`src/rtl/csaf_consts.svh`:
```
`ifndef CSAF_CONSTS_SVH
`define CSAF_CONSTS_SVH

// Register byte addresses on the plain register port.
`define CSAF_ADDR_W 6
`define CSAF_REG_CTRL 6'h00
`define CSAF_REG_LL_LIM 6'h04
`define CSAF_REG_L_LIM 6'h08
`define CSAF_REG_H_LIM 6'h0C
`define CSAF_REG_HH_LIM 6'h10
`define CSAF_REG_RATE_LIM 6'h14
`define CSAF_REG_DEADBAND 6'h18
`define CSAF_REG_ABS_MIN 6'h1C
`define CSAF_REG_ABS_MAX 6'h20
`define CSAF_REG_FLAGS 6'h24
`define CSAF_REG_IRQ_STAT 6'h28
`define CSAF_REG_IRQ_MASK 6'h2C

// Control register field positions.
`define CSAF_CTRL_LATCH_BIT 0
`define CSAF_CTRL_UNLATCH_BIT 1
`define CSAF_CTRL_CAL_START_BIT 2
`define CSAF_CTRL_CAL_ABORT_BIT 3
`define CSAF_CTRL_CAL_DONE_BIT 4

// Absolute limits in microvolts for the +/-100 mV range (-101.00 mV and 101.00 mV).
`define CSAF_ABS_MIN_RST 32'hFFFE_7578
`define CSAF_ABS_MAX_RST 32'h0001_8A88

// Number of flag bits and interrupt status bits.
`define CSAF_NFLAGS 11
`define CSAF_NIRQ 8

`endif

```
`src/rtl/csaf_pkg.sv`:
```
package csaf_pkg;

    // Channel status and alarm flags as presented to the controller.
    typedef struct packed {
        logic low_ref_bad_flag;
        logic low_ref_good_flag;
        logic calibrating;
        logic cal_fault_flag;
        logic rate_of_change_alarm;
        logic high_high_alarm;
        logic high_alarm;
        logic low_alarm;
        logic low_low_alarm;
        logic above_range;
        logic below_range;
    } csaf_flags_s;

    // Calibration sequencer states.
    typedef enum logic [1:0] {
        CAL_IDLE,
        CAL_RUN
    } csaf_cal_e;

endpackage

```
`src/rtl/csaf_channel.sv`:
```
`timescale 1ns/10ps
`include "csaf_consts.svh"

// Summary of operation
// Below-range flag set while sample is under the absolute minimum.
// Above-range flag set while sample is over the absolute maximum.
// Low-low and low alarms raise when sample is below their limits.
// High and high-high alarms raise when sample is above their limits.
// Latched process alarms hold until unlatched or sample returns inside deadband.
// Rate alarm raises when consecutive-sample difference exceeds the rate limit.
// Latched rate alarm holds until explicitly unlatched, never self-clears.
// Calibration fault flag set while uncalibrated or after a failed calibration.
// A failure-set calibration fault clears at power-up reset.
// Calibrating flag is one exactly while calibration runs.
// Low-reference-good flag set once a valid low reference is sampled.
// Low-reference-bad flag set on invalid reference; calibration cannot succeed then.
// Abort with bad low reference sets fault until a later calibration succeeds.
// Unlatched alarms follow their comparisons, re-evaluated on each new sample.
module csaf_channel
    import csaf_pkg::*;
#(
    parameter int DATA_W = 32
) (
    input wire logic core_clk,
    input wire logic reset,
    input wire logic [`CSAF_ADDR_W-1:0] reg_addr,
    input wire logic [31:0] reg_wdata,
    input wire logic reg_write,
    input wire logic reg_read,
    output logic [31:0] reg_rdata,
    input wire logic sample_valid,
    input wire logic signed [DATA_W-1:0] sample_data,
    input wire logic low_ref_sampled,
    input wire logic low_ref_valid,
    output csaf_flags_s status_flags,
    output logic irq
);

    logic signed [DATA_W-1:0] ll_lim_r, l_lim_r, h_lim_r, hh_lim_r, abs_min_r, abs_max_r;
    logic [DATA_W-1:0] rate_lim_r, deadband_r;
    logic latch_en_r;
    logic signed [DATA_W-1:0] prev_r;
    logic have_prev_r;
    csaf_flags_s flags_r, flags_nxt;
    csaf_cal_e cal_r, cal_nxt;
    logic cal_ok_r, cal_ok_nxt;
    logic [`CSAF_NIRQ-1:0] irq_stat_r, irq_stat_nxt, irq_mask_r, irq_mask_nxt;
    logic [31:0] rdata_r, rdata_nxt;

    logic wr_ctrl, unlatch, cal_start, cal_abort, cal_done;
    logic c_ll, c_l, c_h, c_hh, c_rate, in_db;
    logic signed [DATA_W:0] diff;
    logic [DATA_W:0] adiff;
    logic signed [DATA_W+1:0] smp_w, db_lo, db_hi;

    assign wr_ctrl = reg_write && (reg_addr == `CSAF_REG_CTRL);
    assign unlatch = wr_ctrl && reg_wdata[`CSAF_CTRL_UNLATCH_BIT];
    assign cal_start = wr_ctrl && reg_wdata[`CSAF_CTRL_CAL_START_BIT];
    assign cal_abort = wr_ctrl && reg_wdata[`CSAF_CTRL_CAL_ABORT_BIT];
    assign cal_done = wr_ctrl && reg_wdata[`CSAF_CTRL_CAL_DONE_BIT];

    // Trigger comparisons; the deadband window spans the low limit to the high limit, narrowed inward by the deadband.
    assign c_ll = sample_data < ll_lim_r;
    assign c_l = sample_data < l_lim_r;
    assign c_h = sample_data > h_lim_r;
    assign c_hh = sample_data > hh_lim_r;
    assign diff = {sample_data[DATA_W-1], sample_data} - {prev_r[DATA_W-1], prev_r};
    assign adiff = diff[DATA_W] ? DATA_W'(0) - diff : diff;
    assign c_rate = have_prev_r && (adiff > {1'b0, rate_lim_r});
    // Deadband edges are worked out two bits wider, so a large deadband cannot wrap around.
    assign smp_w = (DATA_W+2)'(sample_data);
    assign db_lo = (DATA_W+2)'(l_lim_r) + $signed((DATA_W+2)'(deadband_r));
    assign db_hi = (DATA_W+2)'(h_lim_r) - $signed((DATA_W+2)'(deadband_r));
    assign in_db = (smp_w >= db_lo) && (smp_w <= db_hi);

    // Limit and control registers; plain storage written by software.
    always_ff @(posedge core_clk or posedge reset) begin
        if (reset) begin
            ll_lim_r <= '0;
            l_lim_r <= '0;
            h_lim_r <= '0;
            hh_lim_r <= '0;
            rate_lim_r <= '0;
            deadband_r <= '0;
            abs_min_r <= DATA_W'(`CSAF_ABS_MIN_RST);
            abs_max_r <= DATA_W'(`CSAF_ABS_MAX_RST);
            latch_en_r <= 1'b0;
        end else if (reg_write) begin
            case (reg_addr)
                `CSAF_REG_CTRL: latch_en_r <= reg_wdata[`CSAF_CTRL_LATCH_BIT];
                `CSAF_REG_LL_LIM: ll_lim_r <= reg_wdata[DATA_W-1:0];
                `CSAF_REG_L_LIM: l_lim_r <= reg_wdata[DATA_W-1:0];
                `CSAF_REG_H_LIM: h_lim_r <= reg_wdata[DATA_W-1:0];
                `CSAF_REG_HH_LIM: hh_lim_r <= reg_wdata[DATA_W-1:0];
                `CSAF_REG_RATE_LIM: rate_lim_r <= reg_wdata[DATA_W-1:0];
                `CSAF_REG_DEADBAND: deadband_r <= reg_wdata[DATA_W-1:0];
                `CSAF_REG_ABS_MIN: abs_min_r <= reg_wdata[DATA_W-1:0];
                `CSAF_REG_ABS_MAX: abs_max_r <= reg_wdata[DATA_W-1:0];
                default: latch_en_r <= latch_en_r;
            endcase
        end
    end

    // Previous sample kept for the rate comparison; the first sample after reset never trips it.
    always_ff @(posedge core_clk or posedge reset) begin
        if (reset) begin
            prev_r <= '0;
            have_prev_r <= 1'b0;
        end else if (sample_valid) begin
            prev_r <= sample_data;
            have_prev_r <= 1'b1;
        end
    end

    // Next flag values; alarms only move on a new sample, or on unlatch.
    always_comb begin
        flags_nxt = flags_r;
        cal_nxt = cal_r;
        cal_ok_nxt = cal_ok_r;
        if (sample_valid) begin
            flags_nxt.below_range = sample_data < abs_min_r;
            flags_nxt.above_range = sample_data > abs_max_r;
            if (latch_en_r) begin
                // A latched process alarm drops once the sample is back inside the deadband.
                flags_nxt.low_low_alarm = c_ll || (flags_r.low_low_alarm && !in_db);
                flags_nxt.low_alarm = c_l || (flags_r.low_alarm && !in_db);
                flags_nxt.high_alarm = c_h || (flags_r.high_alarm && !in_db);
                flags_nxt.high_high_alarm = c_hh || (flags_r.high_high_alarm && !in_db);
                flags_nxt.rate_of_change_alarm = c_rate || flags_r.rate_of_change_alarm;
            end else begin
                flags_nxt.low_low_alarm = c_ll;
                flags_nxt.low_alarm = c_l;
                flags_nxt.high_alarm = c_h;
                flags_nxt.high_high_alarm = c_hh;
                flags_nxt.rate_of_change_alarm = c_rate;
            end
        end
        // Unlatch clears held alarms only in latched mode; a trigger in the same sample still wins.
        if (unlatch && latch_en_r && !sample_valid) begin
            flags_nxt.low_low_alarm = 1'b0;
            flags_nxt.low_alarm = 1'b0;
            flags_nxt.high_alarm = 1'b0;
            flags_nxt.high_high_alarm = 1'b0;
            flags_nxt.rate_of_change_alarm = 1'b0;
        end else if (unlatch && latch_en_r) begin
            flags_nxt.low_low_alarm = c_ll;
            flags_nxt.low_alarm = c_l;
            flags_nxt.high_alarm = c_h;
            flags_nxt.high_high_alarm = c_hh;
            flags_nxt.rate_of_change_alarm = c_rate;
        end
        // Calibration sequencer for the low-reference step.
        case (cal_r)
            CAL_IDLE: begin
                if (cal_start) begin
                    cal_nxt = CAL_RUN;
                    cal_ok_nxt = 1'b0;
                    flags_nxt.low_ref_good_flag = 1'b0;
                    flags_nxt.low_ref_bad_flag = 1'b0;
                end
            end
            CAL_RUN: begin
                if (low_ref_sampled) begin
                    flags_nxt.low_ref_good_flag = low_ref_valid;
                    flags_nxt.low_ref_bad_flag = !low_ref_valid;
                end
                if (cal_abort) begin
                    cal_nxt = CAL_IDLE;
                end else if (cal_done && flags_r.low_ref_good_flag && !flags_r.low_ref_bad_flag) begin
                    cal_nxt = CAL_IDLE;
                    cal_ok_nxt = 1'b1;
                end
            end
            default: cal_nxt = CAL_IDLE;
        endcase
        flags_nxt.calibrating = (cal_nxt == CAL_RUN);
        // A run discards the old calibration, so the fault stands until a run succeeds or power-up.
        flags_nxt.cal_fault_flag = !cal_ok_nxt;
    end

    // Interrupt status: sticky, write-one-to-clear, and a new event wins over the clear.
    always_comb begin
        irq_stat_nxt = irq_stat_r;
        irq_mask_nxt = irq_mask_r;
        if (reg_write && reg_addr == `CSAF_REG_IRQ_STAT) begin
            irq_stat_nxt = irq_stat_r & ~reg_wdata[`CSAF_NIRQ-1:0];
        end
        if (reg_write && reg_addr == `CSAF_REG_IRQ_MASK) begin
            irq_mask_nxt = reg_wdata[`CSAF_NIRQ-1:0];
        end
        irq_stat_nxt = irq_stat_nxt | (flags_nxt[`CSAF_NIRQ-1:0] & ~flags_r[`CSAF_NIRQ-1:0]);
    end

    // Read data for the cycle after a read strobe; unmapped addresses read zero.
    always_comb begin
        rdata_nxt = 32'h0000_0000;
        if (reg_read) begin
            case (reg_addr)
                `CSAF_REG_CTRL: rdata_nxt = {31'h0000_0000, latch_en_r};
                `CSAF_REG_LL_LIM: rdata_nxt = 32'(ll_lim_r);
                `CSAF_REG_L_LIM: rdata_nxt = 32'(l_lim_r);
                `CSAF_REG_H_LIM: rdata_nxt = 32'(h_lim_r);
                `CSAF_REG_HH_LIM: rdata_nxt = 32'(hh_lim_r);
                `CSAF_REG_RATE_LIM: rdata_nxt = 32'(rate_lim_r);
                `CSAF_REG_DEADBAND: rdata_nxt = 32'(deadband_r);
                `CSAF_REG_ABS_MIN: rdata_nxt = 32'(abs_min_r);
                `CSAF_REG_ABS_MAX: rdata_nxt = 32'(abs_max_r);
                `CSAF_REG_FLAGS: rdata_nxt = 32'(flags_r);
                `CSAF_REG_IRQ_STAT: rdata_nxt = 32'(irq_stat_r);
                `CSAF_REG_IRQ_MASK: rdata_nxt = 32'(irq_mask_r);
                default: rdata_nxt = 32'h0000_0000;
            endcase
        end
    end

    // State registers; reset is power-up, which also clears a failure-set fault marker.
    always_ff @(posedge core_clk or posedge reset) begin
        if (reset) begin
            flags_r <= '0;
            cal_r <= CAL_IDLE;
            cal_ok_r <= 1'b1;
            irq_stat_r <= '0;
            irq_mask_r <= '0;
            rdata_r <= 32'h0000_0000;
        end else begin
            flags_r <= flags_nxt;
            cal_r <= cal_nxt;
            cal_ok_r <= cal_ok_nxt;
            irq_stat_r <= irq_stat_nxt;
            irq_mask_r <= irq_mask_nxt;
            rdata_r <= rdata_nxt;
        end
    end

    assign status_flags = flags_r;
    assign reg_rdata = rdata_r;
    assign irq = |(irq_stat_r & irq_mask_r);
endmodule

```
`config.mk`:
```
export PLATFORM = sky130hd
export DESIGN_NAME = csaf_channel
export DESIGN_NICKNAME = d
export VERILOG_FILES = /design/src/rtl/csaf_pkg.sv /design/src/rtl/csaf_channel.sv
export VERILOG_INCLUDE_DIRS = /design/src /design/src/rtl
export SDC_FILE = /design/constraint.sdc
export NUM_CORES = 1
export LEC_CHECK = 0
export BUFFER_PORTS_ARGS = -buffer_cell sky130_fd_sc_hd__buf_2
export CAP_MARGIN = 5
export CELL_PAD_IN_SITES_DETAIL_PLACEMENT = 2
export CELL_PAD_IN_SITES_GLOBAL_PLACEMENT = 2
export CORE_AREA = 2 2 254 256
export DETAILED_ROUTE_END_ITERATION = 10
export DIE_AREA = 0 0 256 258
export PLACE_DENSITY = 0.95
export SYNTH_ARGS = -nofsm -noshare
export SYNTH_HDL_FRONTEND = slang
export SYNTH_SLANG_ARGS = --single-unit
export TNS_END_PERCENT = 50
```
`constraint.sdc`:
```
create_clock -name core_clk -period 20.7 [get_ports core_clk]
set_clock_uncertainty 0.2 [all_clocks]
set_input_delay 3.105 -clock core_clk [delete_from_list [all_inputs] [get_ports core_clk]]
set_output_delay 3.105 -clock core_clk [all_outputs]
set_load 0.1 [all_outputs]
```
Word level (Yosys, flattened, before mapping)
Cells that the tools add are included.
{"block": "word_totals", "ff_bits": 352, "word_cells": 121, "inputBits": 77}
{"block": "classes", "muxes": 19, "order_cmp": 9, "addsub": 4, "bitwise": 6, "n_reduce_logical": 41, "n_eq_ne": 15}
{"cell": "$pmux W32 S12", "n": 1}
{"cell": "$gt A32 B32 Y1", "n": 3}
{"cell": "$lt A32 B32 Y1", "n": 3}
{"cell": "$add A32 B33 Y34", "n": 1}
{"cell": "$ge A32 B34 Y1", "n": 1}
{"cell": "$le A32 B34 Y1", "n": 1}
{"cell": "$sub A32 B33 Y34", "n": 1}
{"cell": "$gt A33 B32 Y1", "n": 1}
{"cell": "$mux W33", "n": 1}
{"cell": "$sub A1 B33 Y33 const A", "n": 1}
{"cell": "$sub A32 B32 Y33", "n": 1}
{"cell": "$mux W32", "n": 1}
{"cell": "$and A8 B8 Y8", "n": 3}
{"cell": "$eq A6 B5 Y1 const B", "n": 4}
{"cell": "$eq A6 B6 Y1 const B", "n": 4}
{"cell": "$reduce_and A2 Y1", "n": 9}
{"cell": "$logic_and A1 B1 Y1", "n": 17}
{"cell": "$not A8 Y8", "n": 2}
{"cell": "$mux W5", "n": 3}
{"cell": "$eq A6 B4 Y1 const B", "n": 2}
{"cell": "$mux W2", "n": 5}
{"cell": "$mux W8", "n": 1}
{"cell": "$or A8 B8 Y8", "n": 1}
{"cell": "$pmux W2 S2", "n": 2}
{"cell": "other kinds (13)", "n": 25}

Depth between registers and ports, before layout
Gate-level depths: netlist (run 1).
{"block": "logic_depth", "word_depth": 12, "mapped_depth": 25, "depth_no_buf": 24}

Worst setup path after synthesis (run 1)
Ideal clock, no wire load.
{"block": "synth_timing", "path_kind": "input to register", "from": "input port sample_data[0]", "to": "register irq_stat_r[6]", "path_buffers": 0, "setup_slack_ps": 12859, "arrival_ps": 7481, "stages": 22, "cell_sequence": "inv_1 -> ha_1 -> fa_1 -> nor2b_1 -> o211ai_2 -> a2111oi_2 -> nor2_1 -> o31ai_1 -> xor2_1 -> or4_4 -> nor4_2 -> nor2_1 -> xor2_1 -> ha_1 -> and4_1 -> nand3_1 -> nor3_1 -> nand4_1 -> o31ai_1 -> a21oi_1 -> a41oi_1 -> o31ai_2"}
{"block": "synth_between", "elab_chain_len": 12}
{"item": "start: declaration", "line_no": "csaf_channel.sv:32", "rtl": "input wire logic signed [DATA_W-1:0] sample_data,"}
{"item": "$sub A32 B32 Y33 (*)", "line_no": "csaf_channel.sv:67", "rtl": "assign diff = {sample_data[DATA_W-1], sample_data} - {prev_r[DATA_W-1], prev_r};"}
{"item": "$sub A1 B33 Y33", "line_no": "csaf_channel.sv:68", "rtl": "assign adiff = diff[DATA_W] ? DATA_W'(0) - diff : diff;"}
{"item": "$mux W33 (*)", "line_no": "csaf_channel.sv:68"}
{"item": "$gt A33 B32 Y1 (*)", "line_no": "csaf_channel.sv:69", "rtl": "assign c_rate = have_prev_r && (adiff > {1'b0, rate_lim_r});"}
{"item": "$logic_and A1 B1 Y1 (*)", "line_no": "csaf_channel.sv:69"}
{"item": "$logic_or A1 B1 Y1", "line_no": "csaf_channel.sv:129", "rtl": "flags_nxt.rate_of_change_alarm = c_rate || flags_r.rate_of_change_alarm;"}
{"item": "$mux W5", "line_no": "csaf_channel.sv:123", "rtl": "if (latch_en_r) begin"}
{"item": "$mux W7", "line_no": "csaf_channel.sv:120", "rtl": "if (sample_valid) begin"}
{"item": "$mux W5 (*)", "line_no": "csaf_channel.sv:145", "rtl": "end else if (unlatch && latch_en_r) begin"}
{"item": "$mux W5 (*)", "line_no": "csaf_channel.sv:139", "rtl": "if (unlatch && latch_en_r && !sample_valid) begin"}
{"item": "$and A8 B8 Y8 (*)", "line_no": "csaf_channel.sv:191", "rtl": "irq_stat_nxt = irq_stat_nxt | (flags_nxt[`CSAF_NIRQ-1:0] & ~flags_r[`CSAF_NIRQ-1:0]);"}
{"item": "$or A8 B8 Y8 (*)", "line_no": "csaf_channel.sv:191"}
{"item": "via irq_stat_nxt[6]", "line_no": "csaf_channel.sv:47", "rtl": "logic [`CSAF_NIRQ-1:0] irq_stat_r, irq_stat_nxt, irq_mask_r, irq_mask_nxt;"}
{"item": "end signal: assignment", "line_no": "csaf_channel.sv:229", "rtl": "irq_stat_r <= irq_stat_nxt;"}
{"item": "end: declaration", "line_no": "csaf_channel.sv:47"}
The timed path passes the listed nets; every way through them passes the cells marked *.
A chain may end at the register's enable or synchronous reset.

==> results of run 1 <==
through the flow:
step	std cells	setup slack [ns]	instance area, sq um	power (mW)	hold slack [ns]
floorplan	2887	7.68	27700	1.60	0.237
global placement	3788	12.02	29200	1.88	0.258
detailed placement	3788	11.79	29200	2.03	0.258
CTS	3869	12.19	30800	2.97	0.276
global route	3875	11.64	30800	3.11	0.297
finish	3880	11.97	30800	3.02	0.282
cells in the final DEF (no fill, tap or decap), types with 29 or more instances in the layout:
| master | n |
|---|---|
| xor2_1 | 46 |
| nand3_1 | 35 |
| inv_1 | 334 |
| a22oi_1 | 65 |
| a31oi_1 | 54 |
| dfstp_2 | 31 |
| nor2b_1 | 34 |
| mux2_2 | 268 |
| ha_1 | 388 |
| clkbuf_16 | 45 |
| nor2_1 | 95 |
| o21ai_0 | 128 |
| o21a_1 | 31 |
| a21oi_1 | 170 |
| dfrtp_1 | 321 |
| buf_2 | 120 |
| a21o_1 | 137 |
| nand2_1 | 145 |
| xnor2_1 | 63 |
| nand4_1 | 70 |
| nand2b_1 | 29 |
cells in the mapped netlist (22+ instances only):
master / instances
nor2b_1: 34
a21oi_1: 170
nand2_1: 153
nand3_1: 35
dfstp_2: 31
buf_1: 29
dfrtp_1: 321
mux2_2: 268
clkbuf_1: 58
nand4_1: 70
a221oi_1: 27
a22o_1: 26
o21a_1: 31
nand2b_1: 29
a22oi_1: 65
inv_1: 335
ha_1: 388
xor2_1: 46
a21o_1: 137
o21ai_0: 128
xnor2_1: 63
nor3_1: 22
a31oi_1: 54
nor2_1: 101
final cells by class:
class | count | area share, %
repair buffers | 138 | 2.43
clock buffers | 66 | 4.23
flip-flops and latches | 352 | 28.7
multi-input cells | 2108 | 56.2
clock inverters | 15 | 0.771
diodes | 11 | 0.0893
well taps | 855 | 3.47
inverters | 335 | 4.10
metal layers:
metal	up-vias	wire [microns]	track usage, %
li1	10727	-	-
met5	-	86	0
met4	14	14700	38.3
met1	13660	50200	45.8
met2	1720	67800	71.5
met3	835	11600	11.2
worst paths after layout:
path | slack, ns | endpoint | cells after the start
worst min register to register | 0.28 | have_prev_r$_DFFE_PP0P_ | 1
max in group asynchronous | 16.13 | abs_max_r[6]$_DFFE_PP0P_ | 3
worst max register to register | 12.30 | status_flags[4]$_DFF_PP0_ | 21
worst max-delay path | 11.97 | status_flags[6]$_DFF_PP0_ | 21
min in group asynchronous | 2.42 | deadband_r[19]$_DFFE_PP0P_ | 2
worst min-delay path | 0.28 | have_prev_r$_DFFE_PP0P_ | 1
kinds of logic (layout without fill, tap and decap cells):
group,after synthesis,count (layout)
AO/OA/AOI/OAI,794,794
AND/OR/NAND/NOR,532,532
buffers and inverters,427,554
adder cells (fa/ha/maj),391,391
flip-flops,352,352
multiplexers,277,277
XOR/XNOR,113,113
other,1,12
flip-flops by register name, summed over array words and instances (netlist names):
name	count
hh_lim_r	32
irq_mask_r	8
deadband_r	32
h_lim_r	32
status_flags	11
have_prev_r	1
prev_r	32
abs_min_r	32
irq_stat_r	8
rate_lim_r	32
cal_ok_r	1
cal_r	2
l_lim_r	32
ll_lim_r	32
latch_en_r	1
abs_max_r	32
reg_rdata	32
power groups by stage:
stage,combinational (mW),sequential (mW),clock [mW]
floorplan,0.736,0.868,0
detailed placement,1.14,0.886,0
CTS,1.22,0.881,0.868
global placement,1.01,0.869,0
finish,1.25,0.891,0.872
global route,1.33,0.893,0.895
==> metrics.md, run 1 <==
| Metric | Value |
|---|---|
| Pin count of the biggest net entering global routing | between 150 and 200 |
| Crit-path max FO | 11 |
| Max Clk Rate | approximately 0.11 GHz |
| Main combinational cell family by area after synthesis | compound AO/OA/AOI/OAI gates |
| P per Cell Area | 97.9 mW/mm^2 |
| Routed vias/inst | approximately 6.9 |
| Syn_nets | between 3,000 and 4,000 |
| # IOs | 121 |
| Routed Antenna Nets | 0 |
| Multi-input gate area | around 0.017 sq mm |
| Root Driver | clkbuf_16 |
| Die Width | about 260 microns |
| Reg2reg start | l_lim_r[7]$_DFFE_PP0P_ |
| Initial antenna violation count | 18 |
| Switching Fraction | between 40% and 50% |
| CP max-delay cell | nor4_2 |
| Die ar. | roughly 0.066 sq mm |
| Netlist Area Pre-Place | around 0.028 sq mm |
| Critical path's top delay family | simple AND/OR/NAND/NOR gates |
| Final period utilization | roughly 42% |
| Post-Synth Simple-Gate Area | 9.81% |
| Layout area overhead | 11.2% |
| CTS tree | built |
| Hold buffer count at cts | 0 |
| Logic pwr share | 41.6% |
| Post-Syn Instances | 2,887 |
| CTS Buffer Depth | 3 |
| Share of layout cells above drive strength 1 | 18.9% |
| CTS buffer count | 44 |
| Netlist cell types | 85 |
| Height of the die | roughly 260 microns |
| Remaining DRCs | 0 |
| RePlAce Congestion | between 0.9 and 1 |
| Hold path startpoint | have_prev_r$_DFFE_PP0P_ |
| Initial Util | a little over two fifths |
| Synth area leader | dfrtp_1 |
| DP HPWL | a little under 100,000 microns |
| Avg Inst Size Synth | ~9.6 sq um |
| WP buf/inv | 1 |
| Total GRT Usage | 43.2% |
| Post-synth EDFFs | 0 |
| Clock Latency Late Sink | ~0.62 ns |
| DR pass1 iterations | 8 |
| Wire per inst | roughly 37 microns |
| Crit path time final | roughly 8.7 ns |
| Critical path startpoint | sample_data[1] |
| Flip-flop and latch area | approximately 0.0088 sq mm |
| Max Cap Viol | 1 |
| Final setup fails | 0 |
| Outcome | finished, violations left |
| Setup bufs post-CTS | 0 |
| Register area share after synthesis | about a third |
| Yosys warnings | 0 |
| Synth Area in Compound Gates | roughly a fifth |
| RSZ-0062 raised after global routing | false |
| Synth Area in Adders | 17.7% |
| Main flop type after synthesis | dfrtp_1 |
| Setup CP Type | in2reg |
| Post-Route Setup TNS | 0 ns |
| Finished Core Util | between 40% and 50% |
| Port bufs | 120 |
| Slew margin rel. | -1.96% |
| Failing checks | capacitance limit, slew limit |
| Nets | roughly 3,400 |
| Hold Crit Class | reg2reg |
| Pins Over Slew Limit | 1 |
| WP data required | 21.00 ns |
| First-pass GRT wire length | around 210,000 microns |
| Mux contribution to synthesized area | 11.5% |
| Crit path DAT | 9.03 ns |
| Max VDD drop | ~0.065 mV |
| Area contributors post-synth | dfrtp_1, ha_1, mux2_2, inv_1, a21o_1 |
| Post-Synth XOR/XNOR Area | 3.68% |
| Crit end category | register |
| Least-Margin Pin Slew | ~1.5 ns |
| CTS Sinks | 352 |
| Reg power frac | around 30% |
| Post-synth top area share | 29.0% |
| Cell Int Power | between 1.5 and 2 mW |
| Total gr overflow | 0 |
| Via count of the first global-routing pass | just over 30,000 |
| Clock transition at the registers of the reported paths | about 0.060 ns |
| Core ar. | approximately 0.064 sq mm |
| Post-cts resize count | 0 |
| Synth async-reset ratio | 100% |
| Leak pwr | roughly 14 nW |
| CP Cell Sequence | buf_2 > ha_1 > nor2b_1 > o21ai_1 > nor3b_1 > o221ai_1 > nor3_1 > nand4_1 > nor4_2 > nand4_1 > o31ai_1 > xor2_1 > ha_1 > and4_1 > nand3_1 > nor3_1 > nand4_1 > o31ai_1 > a21oi_1 > a41oi_1 > o21ai_1 |
| Setup crit start kind | input port |
| Final-layout fill cell count | between 6,000 and 7,000 |
| Synthesized flop and latch total | roughly 350 |
| Num rows | 93 |
| CP most frequent cell | nand4_1 |
| Drt first-iter violations | ~2,400 |
| Final Hold Fails | 0 |
| Slowest cell delay on critical path | about 0.67 ns |
| Total Wirelength | ~140,000 microns |
| P_sw | between 1 and 1.5 mW |
| Clock power frac | 28.9% |
| H-tree Lvls | 2 |
| Vias | around 27,000 |
(Power assumes the default switching activity.)
==> inputs of run 2 (changes only) <==
CORE_AREA = 2 2 263 265   (was 2 2 254 256)
DIE_AREA = 0 0 265 267   (was 0 0 256 258)
PLACE_DENSITY = 0.92   (was 0.95)
clock period = 9.1 ns   (was 20.7 ns; I/O delays follow)
==> run 2 against run 1 <==
Net effect:
- the run now ends clean
- worst hold slack improved by 0.021 ns
- sequential power increased by 130%
- cell count increased by 0.80%
- final area decreased by 0.13%
- die area increased by 7.1%
- count of clock-buffer cells in the layout unchanged
- total power increased by 120%
- clock power increased by 110%
- global-route usage decreased by 5.0 points
- critical path type is now reg2reg
==> metrics.md, run 2 (synthesis results as in run 1) <==
| Metric | Value |
|---|---|
| Placed cell area | approximately 0.029 sq mm |
| Total GRT Usage | between 30% and 40% |
| Clock power frac | between 20% and 30% |
| Multi-input gate area | ~0.017 sq mm |
| CP most frequent cell | o21ai_0 |
| Core ar. | 0.0680 sq mm |
| P_sw | about 2.8 mW |
| Drt first-iter violations | around 2,300 |
| DR pass1 iterations | 5 |
| Root Driver | clkbuf_16 |
| Setup crit start kind | register |
| Logic pwr share | roughly two fifths |
| Vias | 26,176 |
| Finished Core Util | 45.3% |
| Routed Antenna Nets | 0 |
| Hold Crit Class | reg2reg |
| Slew margin rel. | between 10% and 20% |
| RSZ-0062 raised after global routing | false |
| CTS Buffer Depth | 3 |
| Max Clk Rate | 0.127 GHz |
| Clock Latency Late Sink | 0.59 ns |
| Commonest cells after routing, fill and taps aside | ha_1, inv_1, dfrtp_1 |
| Layout Cells excl Fill | between 3,000 and 4,000 |
| CTS Sinks | roughly 350 |
| Die ar. | a little over 0.07 sq mm |
| Switching Fraction | 41.7% |
| Via count of the first global-routing pass | between 20,000 and 30,000 |
| Wire per inst | between 30 and 40 microns |
| Die Width | between 200 and 300 microns |
| First-pass GRT wire length | roughly 200,000 microns |
| Hold Worst Slack | just over 0.3 ns |
| Reg power frac | a little under a third |
| CTS buffer count | 44 |
| Crit end category | register |
| Crit path time final | roughly 7.9 ns |
| Setup CP Type | reg2reg |
| Num rows | between 90 and 100 |
| Cell Int Power | just under 4 mW |
| Power Total | between 6 and 7 mW |
| Routed vias/inst | about 6.7 |
| Height of the die | between 200 and 300 microns |
| Final-layout fill cell count | around 7,300 |
| Hold buffer count at cts | 0 |
| Final setup fails | 0 |
| Pre-CTS setup slack | between 1 and 1.5 ns |
| Least-Margin Pin Slew | roughly 1.3 ns |
| Pins Over Slew Limit | 0 |
| Final Cell Area | between 0.03 and 0.04 sq mm |
| Max Cap Viol | 0 |
| Initial antenna violation count | 15 |
| CTS tree | built |
| Crit path DAT | ~8.1 ns |
| Remaining DRCs | 0 |
| WP buf/inv | 2 |
| Clock transition at the registers of the reported paths | 0.06 ns |
| Share of layout cells above drive strength 1 | approximately a fifth |
| # IOs | 121 |
| CP Cell Sequence | ha_1 > fa_1 > a21oi_1 > o21ai_0 > a2111oi_1 > clkbuf_2 > nor3_1 > buf_4 > a311o_1 > a2111oi_1 > o31ai_1 > a31oi_1 > nor4b_1 > a311oi_1 > ha_1 > nand4_1 > or2_2 > or3_1 > o211ai_1 > a21oi_1 > o21ai_0 > o221ai_1 > a31oi_1 > o21ai_0 |
| WP data required | 9.32 ns |
| Final period utilization | 86.6% |
| Nets | 3,455 |
| Critical path's top delay family | compound AO/OA/AOI/OAI gates |
| Pin count of the biggest net entering global routing | 84 |
| Final worst slack | approximately 1.2 ns |
| Leak pwr | about 14 nW |
| Setup bufs post-CTS | 0 |
| Outcome | finished clean |
| Post-cts resize count | 0 |
| Flip-flop and latch area | 0.00885 sq mm |
| Initial Util | roughly two fifths |
| RePlAce Congestion | about 0.9 |
| H-tree Lvls | 2 |
| P per Cell Area | between 200 and 250 mW/mm^2 |
| Total gr overflow | 0 |
| Crit-path max FO | 4 |
| Placed insts | between 3,000 and 4,000 |
| Commonest non-fill, non-tap cell in the layout | ha_1 |
| Layout area overhead | 11.1% |
| Total Wirelength | around 140,000 microns |
| Port bufs | between 100 and 150 |
| DP HPWL | between 90,000 and 100,000 microns |
| CP max-delay cell | a2111oi_1 |
| Final Hold Fails | 0 |
| Slowest cell delay on critical path | roughly 0.71 ns |
| Post-Route Setup TNS | 0 ns |
| Max VDD drop | roughly 0.13 mV |
[run 2: cell types whose count changed in the layout (fill, tap and decap cells not counted), sizes merged, moves of 2 or more]
cell / change
inv: -3
clkinv: +3
clkinvlp: +2
diode: -3
bufinv: -3
buf: +7
[run 2: cell type report]
type | count | share of cell area [%]
Antenna cell | 8 | 0.0650
Clock buffer | 66 | 4.17
Clock inverter | 14 | 0.508
Inverter | 335 | 4.10
Multi-Input combinational cell | 2108 | 56.2
Sequential cell | 352 | 28.7
Tap cell | 882 | 3.59
Timing Repair Buffer | 146 | 2.58
[run 2: per-layer routing]
| layer | vias up | share of wire [%] | GRT usage (%) |
|---|---|---|---|
| met3 | 608 | 7.1 | 7.26 |
| li1 | 10744 | - | - |
| met5 | - | 0.053 | 0 |
| met2 | 1333 | 47 | 64.1 |
| met1 | 13485 | 37 | 42.9 |
| met4 | 6 | 8.8 | 29.8 |
[run 2: power by group through the flow]
stage                     Clock [mW]  Combinational [mW]  Sequential [mW]
final                           1.84                2.76             2.01
after global routing            1.90                2.96             2.02
after CTS                       1.86                2.69             2.00
after detailed placement           0                2.59             2.01
after global placement             0                2.31             1.98
after floorplan                    0                1.67             1.97
[run 2: worst paths after layout]
check | slack [ns] | end | cells after the start | start
max | 1.21 | status_flags[2]$_DFF_PP0_ | 24 | l_lim_r[0]$_DFFE_PP0P_
min in group asynchronous | 0.67 | h_lim_r[16]$_DFFE_PP0P_ | 2 | reset
min | 0.30 | have_prev_r$_DFFE_PP0P_ | 1 | have_prev_r$_DFFE_PP0P_
max reg2reg | 1.21 | status_flags[2]$_DFF_PP0_ | 24 | l_lim_r[0]$_DFFE_PP0P_
max in group asynchronous | 5.61 | rate_lim_r[5]$_DFFE_PP0P_ | 4 | reset
min reg2reg | 0.30 | have_prev_r$_DFFE_PP0P_ | 1 | have_prev_r$_DFFE_PP0P_
